`config.mk`:
```
export PLATFORM = sky130hd
export DESIGN_NAME = segment_lcd_drive_control
export DESIGN_NICKNAME = d
export VERILOG_FILES = /design/src/rtl/lcd_drive_pkg.sv /design/src/rtl/segment_lcd_drive_control.sv
export SDC_FILE = /design/constraint.sdc
export NUM_CORES = 2
export LEC_CHECK = 0
export ABC_AREA = 1
export BUFFER_PORTS_ARGS = -buffer_cell sky130_fd_sc_hd__buf_4
export CELL_PAD_IN_SITES_DETAIL_PLACEMENT = 2
export CELL_PAD_IN_SITES_GLOBAL_PLACEMENT = 2
export CORE_MARGIN = 2
export CORE_UTILIZATION = 34
export DETAILED_ROUTE_END_ITERATION = 10
export HOLD_SLACK_MARGIN = 0.03
export PLACE_DENSITY = 0.77
export SLEW_MARGIN = 20
export SYNTH_ARGS = -nofsm -noshare
export SYNTH_HDL_FRONTEND = slang
export SYNTH_SLANG_ARGS = --single-unit
```
`constraint.sdc`:
```
create_clock -name aclk -period 3.7 [get_ports aclk]
set_clock_uncertainty 0.05 [all_clocks]
set_input_delay 0.185 -clock aclk [delete_from_list [all_inputs] [get_ports aclk]]
set_output_delay 0.185 -clock aclk [all_outputs]
set_load 0.01 [all_outputs]
```
`src/rtl/lcd_drive_pkg.sv`:
```
// Register map, field layout and reset values of the segment LCD driver
package lcd_drive_pkg;
  // Byte addresses on the 8-bit register bus address
  localparam logic [7:0] MAIN_CTRL_ADDR  = 8'h00;
  localparam logic [7:0] CPUMP_CTRL_ADDR = 8'h04;
  localparam logic [7:0] PHASE_CTRL_ADDR = 8'h08;
  localparam logic [7:0] SEG_EN_BASE     = 8'h10;
  localparam logic [7:0] PIXEL_BASE      = 8'h80;
  localparam int SEG_EN_REGS = 4;
  localparam int PIXEL_REGS  = 32;
  // Main control fields
  localparam int MC_ENABLE_BIT = 15;
  localparam int MC_WR_ERR_BIT = 5;
  localparam int MC_CLKSRC_LSB = 3;
  localparam int MC_MUX_LSB    = 0;
  // Charge pump control fields
  localparam int CP_PUMP_BIT   = 15;
  localparam int CP_LEVEL_LSB  = 3;
  localparam int CP_THIRD_BIT  = 2;
  localparam int CP_CLK_LSB    = 0;
  localparam logic [2:0] CP_LEVEL_RESET = 3'h7;
  localparam logic       CP_THIRD_RESET = 1'b1;
  // Phase control fields
  localparam int PH_WAVE_BIT      = 7;
  localparam int PH_BIAS_MODE_BIT = 6;
  localparam int PH_ACTIVE_BIT    = 5;
  localparam int PH_WR_ALLOW_BIT  = 4;
  localparam int PH_PRE_LSB    = 0;
  // Segment pins shared with commons four to seven
  localparam int SHARED_SEG_BASE = 59;
  localparam logic [2:0] MUX_STATIC = 3'h0;
  localparam logic [2:0] MUX_FIVE   = 3'h4;
  // Mask of implemented segment enable bits (segment 63 absent)
  localparam logic [63:0] SEG_IMPL_MASK = 64'h7FFF_FFFF_FFFF_FFFF;
  // Bias selection codes
  localparam logic [1:0] BIAS_STATIC = 2'h0;
  localparam logic [1:0] BIAS_HALF   = 2'h1;
  localparam logic [1:0] BIAS_THIRD  = 2'h2;
  // Bus responses
  localparam logic [1:0] RESP_OKAY   = 2'h0;
  localparam logic [1:0] RESP_SLVERR = 2'h2;
  // Scan sequencer states
  typedef enum logic [2:0] {
    ST_IDLE  = 3'b001,
    ST_RUN   = 3'b010,
    ST_DRAIN = 3'b100
  } scan_state_t;
endpackage

```
`src/rtl/segment_lcd_drive_control.sv`:
```
// Segment LCD driver control: AXI4-Lite registers and commons/segment scan
//
// The implementer's own choices: register access over AXI4-Lite and the register addresses.
module segment_lcd_drive_control
(
  input  wire logic        aclk,            // System clock, 20 MHz
  input  wire logic        aresetn,         // Synchronous reset, low
  input  wire logic [7:0]  s_axi_awaddr,    // Write address
  input  wire logic        s_axi_awvalid,   // Write address valid
  output logic             s_axi_awready,   // Write address ready
  input  wire logic [31:0] s_axi_wdata,     // Write data
  input  wire logic [3:0]  s_axi_wstrb,     // Write byte strobes
  input  wire logic        s_axi_wvalid,    // Write data valid
  output logic             s_axi_wready,    // Write data ready
  output logic [1:0]       s_axi_bresp,     // Write response
  output logic             s_axi_bvalid,    // Write response valid
  input  wire logic        s_axi_bready,    // Write response ready
  input  wire logic [7:0]  s_axi_araddr,    // Read address
  input  wire logic        s_axi_arvalid,   // Read address valid
  output logic             s_axi_arready,   // Read address ready
  output logic [31:0]      s_axi_rdata,     // Read data
  output logic [1:0]       s_axi_rresp,     // Read response
  output logic             s_axi_rvalid,    // Read data valid
  input  wire logic        s_axi_rready,    // Read data ready
  input  wire logic        lcd_clk_tick,    // One pulse per LCD clock
  output logic [1:0]       lcd_clk_source,  // Selected LCD clock source
  output logic [7:0]       com_select,      // One-hot active common
  output logic [7:0]       com_pin_enable,  // Common pins in use
  output logic [63:0]      segment_line,    // Pixel-on level per segment
  output logic [63:0]      seg_pin_enable,  // Pin owned by segment driver
  output logic             drive_polarity,  // Waveform phase
  output logic [1:0]       bias_select,     // Static, half or third bias
  output logic             charge_pump_on,  // Internal top level
  output logic [2:0]       regulator_level, // Peak level code
  output logic             regulator_third, // Third-bias regulator mode
  output logic [1:0]       regulator_clock, // Regulator clock select
  output logic             regulator_on     // Regulator running
);
  import lcd_drive_pkg::*;

  ////////////////////////////////////////////////////////////////////////////
  // State
  typedef struct packed {
    logic              aw_held;
    logic [7:0]        aw_addr;
    logic              w_held;
    logic [31:0]       w_data;
    logic [3:0]        w_strb;
    logic              aw_rdy;
    logic              w_rdy;
    logic              bvalid;
    logic [1:0]        bresp;
    logic              ar_rdy;
    logic              rvalid;
    logic [31:0]       rdata;
    logic [1:0]        rresp;
    logic              enable;
    logic              wr_err;
    logic [1:0]        clk_src;
    logic [2:0]        mux;
    logic              pump;
    logic [2:0]        level;
    logic              third;
    logic [1:0]        reg_clk;
    logic              reg_on;
    logic              wave_b;
    logic              bias_mode;
    logic [3:0]        pre;
    logic [63:0]       seg_en;
    logic [31:0][15:0] pix;
    scan_state_t       state;
    logic [3:0]        pre_cnt;
    logic [2:0]        com;
    logic              half;
    logic              frame_pol;
    logic [7:0]        com_sel;
    logic [7:0]        com_pins;
    logic [63:0]       seg_out;
    logic [63:0]       seg_pins;
    logic              pol;
    logic [1:0]        bias;
  } state_t;

  state_t s_reg;
  state_t s_next;

  ////////////////////////////////////////////////////////////////////////////
  // Helpers
  // Byte-lane merge of a 16-bit register; upper lanes carry nothing
  function automatic logic [15:0] merge16(input logic [15:0] old,
                                          input logic [31:0] data,
                                          input logic [3:0]  strb);
    logic [15:0] r;
    r = old;
    if (strb[0])
      r[7:0] = data[7:0];
    if (strb[1])
      r[15:8] = data[15:8];
    return r;
  endfunction

  // Write allowed while idle, or in the final phase of the last common
  function automatic logic wr_allow_of(input state_t s);
    return (s.state == ST_IDLE) ||
           (s.com == last_com(s.mux) && (s.wave_b || s.half));
  endfunction

  // Index of the last scanned common: static and 1/2..1/8 mux
  function automatic logic [2:0] last_com(input logic [2:0] mux);
    return mux;
  endfunction

  // Readback of the register at a byte address
  function automatic logic [32:0] read_reg(input state_t s,
                                           input logic [7:0] a);
    logic [15:0] v;
    logic        hit;
    v = 16'h0000;
    hit = 1'b1;
    if (a == MAIN_CTRL_ADDR)
    begin
      v[MC_ENABLE_BIT] = s.enable;
      v[MC_WR_ERR_BIT] = s.wr_err;
      v[MC_CLKSRC_LSB +: 2] = s.clk_src;
      v[MC_MUX_LSB +: 3] = s.mux;
    end
    else if (a == CPUMP_CTRL_ADDR)
    begin
      v[CP_PUMP_BIT] = s.pump;
      v[CP_LEVEL_LSB +: 3] = s.level;
      v[CP_THIRD_BIT] = s.third;
      v[CP_CLK_LSB +: 2] = s.reg_clk;
    end
    else if (a == PHASE_CTRL_ADDR)
    begin
      v[PH_WAVE_BIT] = s.wave_b;
      v[PH_BIAS_MODE_BIT] = s.bias_mode;
      v[PH_ACTIVE_BIT] = (s.state != ST_IDLE);
      v[PH_WR_ALLOW_BIT] = wr_allow_of(s);
      v[PH_PRE_LSB +: 4] = s.pre;
    end
    else if (a >= SEG_EN_BASE && a < SEG_EN_BASE + 8'h10)
      v = s.seg_en[16 * a[3:2] +: 16];
    else if (a >= PIXEL_BASE)
      v = s.pix[a[6:2]];
    else
      hit = 1'b0;
    if (a[1:0] != 2'h0)
      hit = 1'b0;
    return {hit, 16'h0000, v};
  endfunction

  ////////////////////////////////////////////////////////////////////////////
  // Next-state logic
  always_comb
  begin
    logic [7:0]  a;
    logic [15:0] v;
    logic [32:0] rd;
    logic        step;
    logic        adv;
    logic        frame_end;
    a = 8'h00;
    v = 16'h0000;
    rd = 33'h0_0000_0000;
    step = 1'b0;
    adv = 1'b0;
    frame_end = 1'b0;
    s_next = s_reg;

    // Address and data are held until both have arrived
    if (s_axi_awvalid && s_reg.aw_rdy)
    begin
      s_next.aw_held = 1'b1;
      s_next.aw_addr = s_axi_awaddr;
    end
    if (s_axi_wvalid && s_reg.w_rdy)
    begin
      s_next.w_held = 1'b1;
      s_next.w_data = s_axi_wdata;
      s_next.w_strb = s_axi_wstrb;
    end
    if (s_reg.bvalid && s_axi_bready)
      s_next.bvalid = 1'b0;

    // Register write once both halves are held
    if (s_reg.aw_held && s_reg.w_held && !s_reg.bvalid)
    begin
      a = s_reg.aw_addr;
      rd = read_reg(s_reg, a);
      v = merge16(rd[15:0], s_reg.w_data, s_reg.w_strb);
      s_next.aw_held = 1'b0;
      s_next.w_held = 1'b0;
      s_next.bvalid = 1'b1;
      s_next.bresp = rd[32] ? RESP_OKAY : RESP_SLVERR;
      if (rd[32] && a == MAIN_CTRL_ADDR)
      begin
        s_next.enable = v[MC_ENABLE_BIT];
        // Error flag is clear-only from software
        if (!v[MC_WR_ERR_BIT])
          s_next.wr_err = 1'b0;
        s_next.clk_src = v[MC_CLKSRC_LSB +: 2];
        s_next.mux = v[MC_MUX_LSB +: 3];
      end
      else if (rd[32] && a == CPUMP_CTRL_ADDR)
      begin
        s_next.pump = v[CP_PUMP_BIT];
        s_next.level = v[CP_LEVEL_LSB +: 3];
        s_next.third = v[CP_THIRD_BIT];
        s_next.reg_clk = v[CP_CLK_LSB +: 2];
      end
      else if (rd[32] && a == PHASE_CTRL_ADDR)
      begin
        s_next.wave_b = v[PH_WAVE_BIT];
        s_next.bias_mode = v[PH_BIAS_MODE_BIT];
        s_next.pre = v[PH_PRE_LSB +: 4];
      end
      else if (rd[32] && a >= SEG_EN_BASE && a < PIXEL_BASE)
        s_next.seg_en[16 * a[3:2] +: 16] = v;
      else if (rd[32] && a >= PIXEL_BASE)
      begin
        // Refused writes leave the pixel untouched
        if (wr_allow_of(s_reg))
          s_next.pix[a[6:2]] = v;
        else
          s_next.wr_err = 1'b1;
      end
    end
    s_next.seg_en = s_next.seg_en & SEG_IMPL_MASK;

    // Read channel: one read at a time, answered the next cycle
    if (s_reg.rvalid && s_axi_rready)
      s_next.rvalid = 1'b0;
    if (s_axi_arvalid && s_reg.ar_rdy)
    begin
      rd = read_reg(s_reg, s_axi_araddr);
      s_next.rvalid = 1'b1;
      s_next.rdata = rd[31:0];
      s_next.rresp = rd[32] ? RESP_OKAY : RESP_SLVERR;
    end

    // Prescaler: one scan step every pre+1 LCD clocks
    if (s_reg.state != ST_IDLE && lcd_clk_tick)
    begin
      if (s_reg.pre_cnt == s_reg.pre)
      begin
        s_next.pre_cnt = 4'h0;
        step = 1'b1;
      end
      else
        s_next.pre_cnt = s_reg.pre_cnt + 4'h1;
    end

    // Type-A: two phases per common; type-B: one per common
    if (step)
    begin
      if (!s_reg.wave_b && !s_reg.half)
        s_next.half = 1'b1;
      else
      begin
        s_next.half = 1'b0;
        adv = 1'b1;
      end
    end
    if (adv)
    begin
      if (s_reg.com >= last_com(s_reg.mux))
      begin
        s_next.com = 3'h0;
        frame_end = 1'b1;
        s_next.frame_pol = ~s_reg.frame_pol;
      end
      else
        s_next.com = s_reg.com + 3'h1;
    end

    // Sequencer: a disable finishes the current frame first
    unique case (s_reg.state)
      ST_IDLE:
        if (s_reg.enable)
        begin
          s_next.state = ST_RUN;
          s_next.pre_cnt = 4'h0;
          s_next.com = 3'h0;
          s_next.half = 1'b0;
          s_next.frame_pol = 1'b0;
        end
      ST_RUN:
        if (!s_reg.enable)
          s_next.state = ST_DRAIN;
      ST_DRAIN:
        if (s_reg.enable)
          s_next.state = ST_RUN;
        else if (frame_end)
          s_next.state = ST_IDLE;
      default:
        s_next.state = ST_IDLE;
    endcase

    // Bus readies follow the held flags
    s_next.aw_rdy = !s_next.aw_held && !s_next.bvalid;
    s_next.w_rdy = !s_next.w_held && !s_next.bvalid;
    s_next.ar_rdy = !s_next.rvalid;

    // Drive outputs from the next scan position
    s_next.com_sel = 8'h00;
    s_next.seg_out = 64'h0;
    if (s_next.state != ST_IDLE)
    begin
      s_next.com_sel[s_next.com] = 1'b1;
      s_next.seg_out = {s_next.pix[{s_next.com, 2'h3}],
                        s_next.pix[{s_next.com, 2'h2}],
                        s_next.pix[{s_next.com, 2'h1}],
                        s_next.pix[{s_next.com, 2'h0}]};
    end
    for (int k = 0; k < 8; k++)
      s_next.com_pins[k] = (3'(k) <= s_next.mux);
    s_next.seg_pins = s_next.seg_en;
    // Commons four..seven take their shared segment pins
    if (s_next.mux >= MUX_FIVE)
      s_next.seg_pins[SHARED_SEG_BASE +: 4] = 4'h0;
    s_next.seg_out = s_next.seg_out & s_next.seg_pins;
    s_next.pol = s_next.wave_b ? s_next.frame_pol : s_next.half;
    if (s_next.mux == MUX_STATIC)
      s_next.bias = BIAS_STATIC;
    else if (s_next.mux <= 3'h2 && s_next.bias_mode)
      s_next.bias = BIAS_HALF;
    else
      s_next.bias = BIAS_THIRD;
    // Clock code zero floats the regulator; kept in a flop for the pin
    s_next.reg_on = |s_next.reg_clk;
  end

  ////////////////////////////////////////////////////////////////////////////
  // Registers: everything zero except regulator level and mode, the idle state and the common zero pin enable
  always_ff @(posedge aclk)
  begin
    if (!aresetn)
    begin
      s_reg <= '0;
      s_reg.state <= ST_IDLE;
      s_reg.level <= CP_LEVEL_RESET;
      s_reg.third <= CP_THIRD_RESET;
      s_reg.com_pins <= 8'h01;
    end
    else
      s_reg <= s_next;
  end

  ////////////////////////////////////////////////////////////////////////////
  // Outputs straight from state
  assign s_axi_awready   = s_reg.aw_rdy;
  assign s_axi_wready    = s_reg.w_rdy;
  assign s_axi_bvalid    = s_reg.bvalid;
  assign s_axi_bresp     = s_reg.bresp;
  assign s_axi_arready   = s_reg.ar_rdy;
  assign s_axi_rvalid    = s_reg.rvalid;
  assign s_axi_rdata     = s_reg.rdata;
  assign s_axi_rresp     = s_reg.rresp;
  assign lcd_clk_source  = s_reg.clk_src;
  assign com_select      = s_reg.com_sel;
  assign com_pin_enable  = s_reg.com_pins;
  assign segment_line    = s_reg.seg_out;
  assign seg_pin_enable  = s_reg.seg_pins;
  assign drive_polarity  = s_reg.pol;
  assign bias_select     = s_reg.bias;
  assign charge_pump_on  = s_reg.pump;
  assign regulator_level = s_reg.level;
  assign regulator_third = s_reg.third;
  assign regulator_clock = s_reg.reg_clk;
  assign regulator_on    = s_reg.reg_on;
endmodule

```
==> flow_metrics.py <==
metrics = {
    "yosys": {
        "syn_area_per_cell_um2": 6.27,
        "synth_top_flop_cell": "dfxtp_1",
        "synth_top_cell_area_share_pct": 32.9,
        "yosys.cell_count.top_type": "nand2_1",
        "postSynth.asyncResetShare_pct": 0,
        "synth_compound_area_share_pct": 20.6,
        "synthTopCellsByCount": "1679 x nand2_1, 878 x nand3_1, 793 x nor2_1",
        "synth_top_area_cell": "dfxtp_1",
        "synthXorXnorAreaFrac_pct": 0.136,
        "synthesis.area_mm2": 0.0452,
        "yosys.area_share.adder_pct": 0.249,
        "synth_top_family_by_area": "simple AND/OR/NAND/NOR gates",
        "synth-seq-area-share_pct": 32.9,
        "synth_edf_count": 0,
        "synth_area_leaders": "dfxtp_1 33%, nand2_1 14%, nand3_1 9.7%, o21ai_0 7.4%, nor2_1 6.6%",
        "ys_seq_elements": 744,
        "synthCells": 7213,
        "ys_warn_count": 0,
        "synthSimpleGateAreaFrac_pct": 33.0,
        "synth.area.mux_share_pct": 0.180,
        "synth.distinct_cells": 54,
    },
    "floorplan": {
        "num_rows": 133,
        "die_area_mm2": 0.136,
        "io_pins": 258,
        "die-height_um": 369,
        "core_mm2": 0.132,
        "die_width_um": 369,
        "start_util_pct": 34.3,
    },
    "drt": {
        "wl_met2_mm": 131,
        "wire_per_inst_um": 32.8,
        "avgViaCountPerCell": 6.21,
        "totalWireLength_mm": 304,
        "highest_layer": "met5",
        "first_iter_violations": 6506,
        "wl_met1_mm": 115,
        "ant_nets": 0,
        "drtPass1Iterations": 6,
        "wl_met3_mm": 27.6,
        "vias": 57700,
        "drc_errors": 0,
    },
    "sta": {
        "tightest_slew_ps": 1160,
        "slew_headroom_pct": 22.6,
        "rsz0062_at_grt": "yes",
        "fmax_mhz": 269,
        "fin_crit_sh_pct": 100,
        "setup_tns_ps": -20.5,
        "fin_ws_ps": -11.7,
        "timing.hold.ws_ps": 123,
        "setup_viol": 2,
        "maxSlewViolCount": 0,
        "min_period_ps": 3710,
        "hold_viol_final": 0,
    },
    "finish": {
        "largest_register_ffs": 617,
        "syn2layout_area_growth_pct": 21.3,
        "finish.utilization_pct": 41.6,
        "drive_above_1_share_pct": 15.1,
        "seq_area_mm2": 0.0149,
        "multiInputGateArea_mm2": 0.0248,
        "fin_nets": 7518,
        "fillers": 15900,
        "final_cells": 9285,
    },
    "clocking": {
        "cts_buffer_depth": 3,
        "clk_pin_slew_ps": 60,
        "cts_buffers": 96,
        "clk_latency_ps": 760,
        "cts_tree": "built",
        "cts_root_buf": "clkbuf_16",
        "htree_levels": 3,
        "cts_sinks": 744,
    },
    "worst_setup_path": {
        "crit_path_max_fanout": 4,
        "reg2reg_depth": 16,
        "r2r_slack_ps": -10,
        "r2r_end": "segment_line[44]$_SDFF_PN0_",
        "cp.arrival_ps": 4330,
        "crit_path_end_kind": "register",
        "worstSetupStartpointType": "register",
        "timing.rr.start": "com_pin_enable[4]$_SDFF_PN0_",
        "cp.required_ps": 4320,
        "criticalPathCategory": "reg2reg",
    },
    "min_path": {
        "holdPathEnd": "s_reg[838]$_SDFFE_PN0P_",
        "worstHoldPathCells": 3,
        "hold_path.class": "in2reg",
        "hp-start": "s_axi_awvalid",
    },
    "flow_run": {
        "maxCapViolations": 0,
    },
    "pwr": {
        "p_leak_nw": 22.1,
        "power.density_mw_per_mm2": 392,
        "power.total_mw": 21.5,
        "irDropWorstVdd_v": 0.000408,
    },
    "global_route": {
        "overflow": 0,
        "track_usage_pct": 43.2,
        "grt_pass1_vias": 59600,
        "antenna_found_initial": 22,
        "grt_pass1_wl_mm": 428,
        "grt_max_degree": 158,
    },
    "placement": {
        "dp_hpwl_mm": 216,
        "gp_congestion": 0.991,
        "placedCellCount": 9056,
        "io_buffers": 219,
    },
    "run_status": {
        "violations": "setup timing",
        "status": "finished, violations left",
    },
}
## power breakdown
part           switching [mW]  total, mW  internal, mW
Clock                    4.28       10.2          5.90
Sequential             0.0432       8.09          8.05
Combinational            2.39       3.26         0.864
Total                    6.71       21.5          14.8
## cells by family (layout without fill, tap and decap cells)
kind of cell | Yosys count | after routing
AND/OR/NAND/NOR | 3522 | 3522
XOR/XNOR | 7 | 7
AO/OA/AOI/OAI | 1634 | 1634
multiplexers | 8 | 8
adder cells (fa/ha/maj) | 9 | 9
other | 2 | 28
buffers and inverters | 1287 | 1578
flip-flops | 744 | 744
## critical path, cell delays in order (launching register included)
cell and delay [ps]:
dfxtp_1 340, inv_1 130, ha_1 350, nand3_1 160, o21ai_2 250, buf_4 210, inv_1 100, nor2_1 120
clkinv_1 140, nor3_1 310, inv_1 160, nor2_1 650, o21ai_0 230, nand2_1 100, nand2_1 50, nand3b_1 150
nor2_1 130
## worst max-delay path by stage
stage,startpoint,endpoint,depth (start not counted)
2_1_floorplan,s_reg[837]$_SDFFE_PN0P_,segment_line[5]$_SDFF_PN0_,21
3_3_place_gp,s_reg[840]$_SDFFE_PN0P_,bias_select[1]$_SDFF_PP0_,21
3_5_place_dp,s_reg[840]$_SDFFE_PN0P_,bias_select[1]$_SDFF_PP0_,21
4_1_cts,s_reg[836]$_SDFFE_PN0P_,bias_select[1]$_SDFF_PP0_,20
5_1_grt,com_pin_enable[4]$_SDFF_PN0_,segment_line[25]$_SDFF_PN0_,16
6_report,com_pin_enable[4]$_SDFF_PN0_,segment_line[44]$_SDFF_PN0_,16
## layer usage
metal	track usage (%)	up-vias
li1	-	24300
met1	51.6	29100
met2	66.1	3220
met3	9.29	1096
met4	36.9	20
met5	0	-
## cells in the final DEF (no fill, tap or decap), types with 10 or more instances in the layout
cell and count:
nor2_1 776, clkbuf_16 99, buf_4 702, o21ai_1 13, clkinv_2 15, inv_1 527
o22ai_1 10, buf_12 82, dlygate4sd3_1 33, clkbuf_1 20, a211oi_1 12, dfxtp_1 742
clkbuf_8 25, o21ai_0 664, nand2_2 15, nor3_2 14, o211ai_1 239, nand3_1 872
inv_2 30, a21oi_1 546, nand4_1 35, o2111ai_1 23, a31oi_1 19, or2_2 39
nand2_1 1670, nor3_1 26, nor2_2 22, nor2_4 13, o221ai_1 86, conb_1 21
## timing repair
action,in CTS,in global routing
endpoints found under the setup margin,13,54
gates resized for setup,8,49
pin swaps,3,4
setup buffers,3,13
endpoints found under the hold margin,114,0
gates cloned,0,1
hold buffers,33,0
## per-stage QoR
step / setup WS [ps] / instance area (um2)
floorplan: 484 / 45300
global placement: -134 / 50900
detailed placement: -249 / 50900
CTS: -37.1 / 54600
global route: -46.9 / 54900
finish: -11.7 / 54900
## final cells by class
cell class	count	share of cell area [%]
clock buffer	143	5.23
multi-input combinational	5201	45.2
tap	1755	4.00
sequential	744	27.2
timing repair buffer	831	13.6
inverter	575	4.01
antenna	7	0.0319
clock inverter	29	0.736
Power figures use the tool's default switching activity.
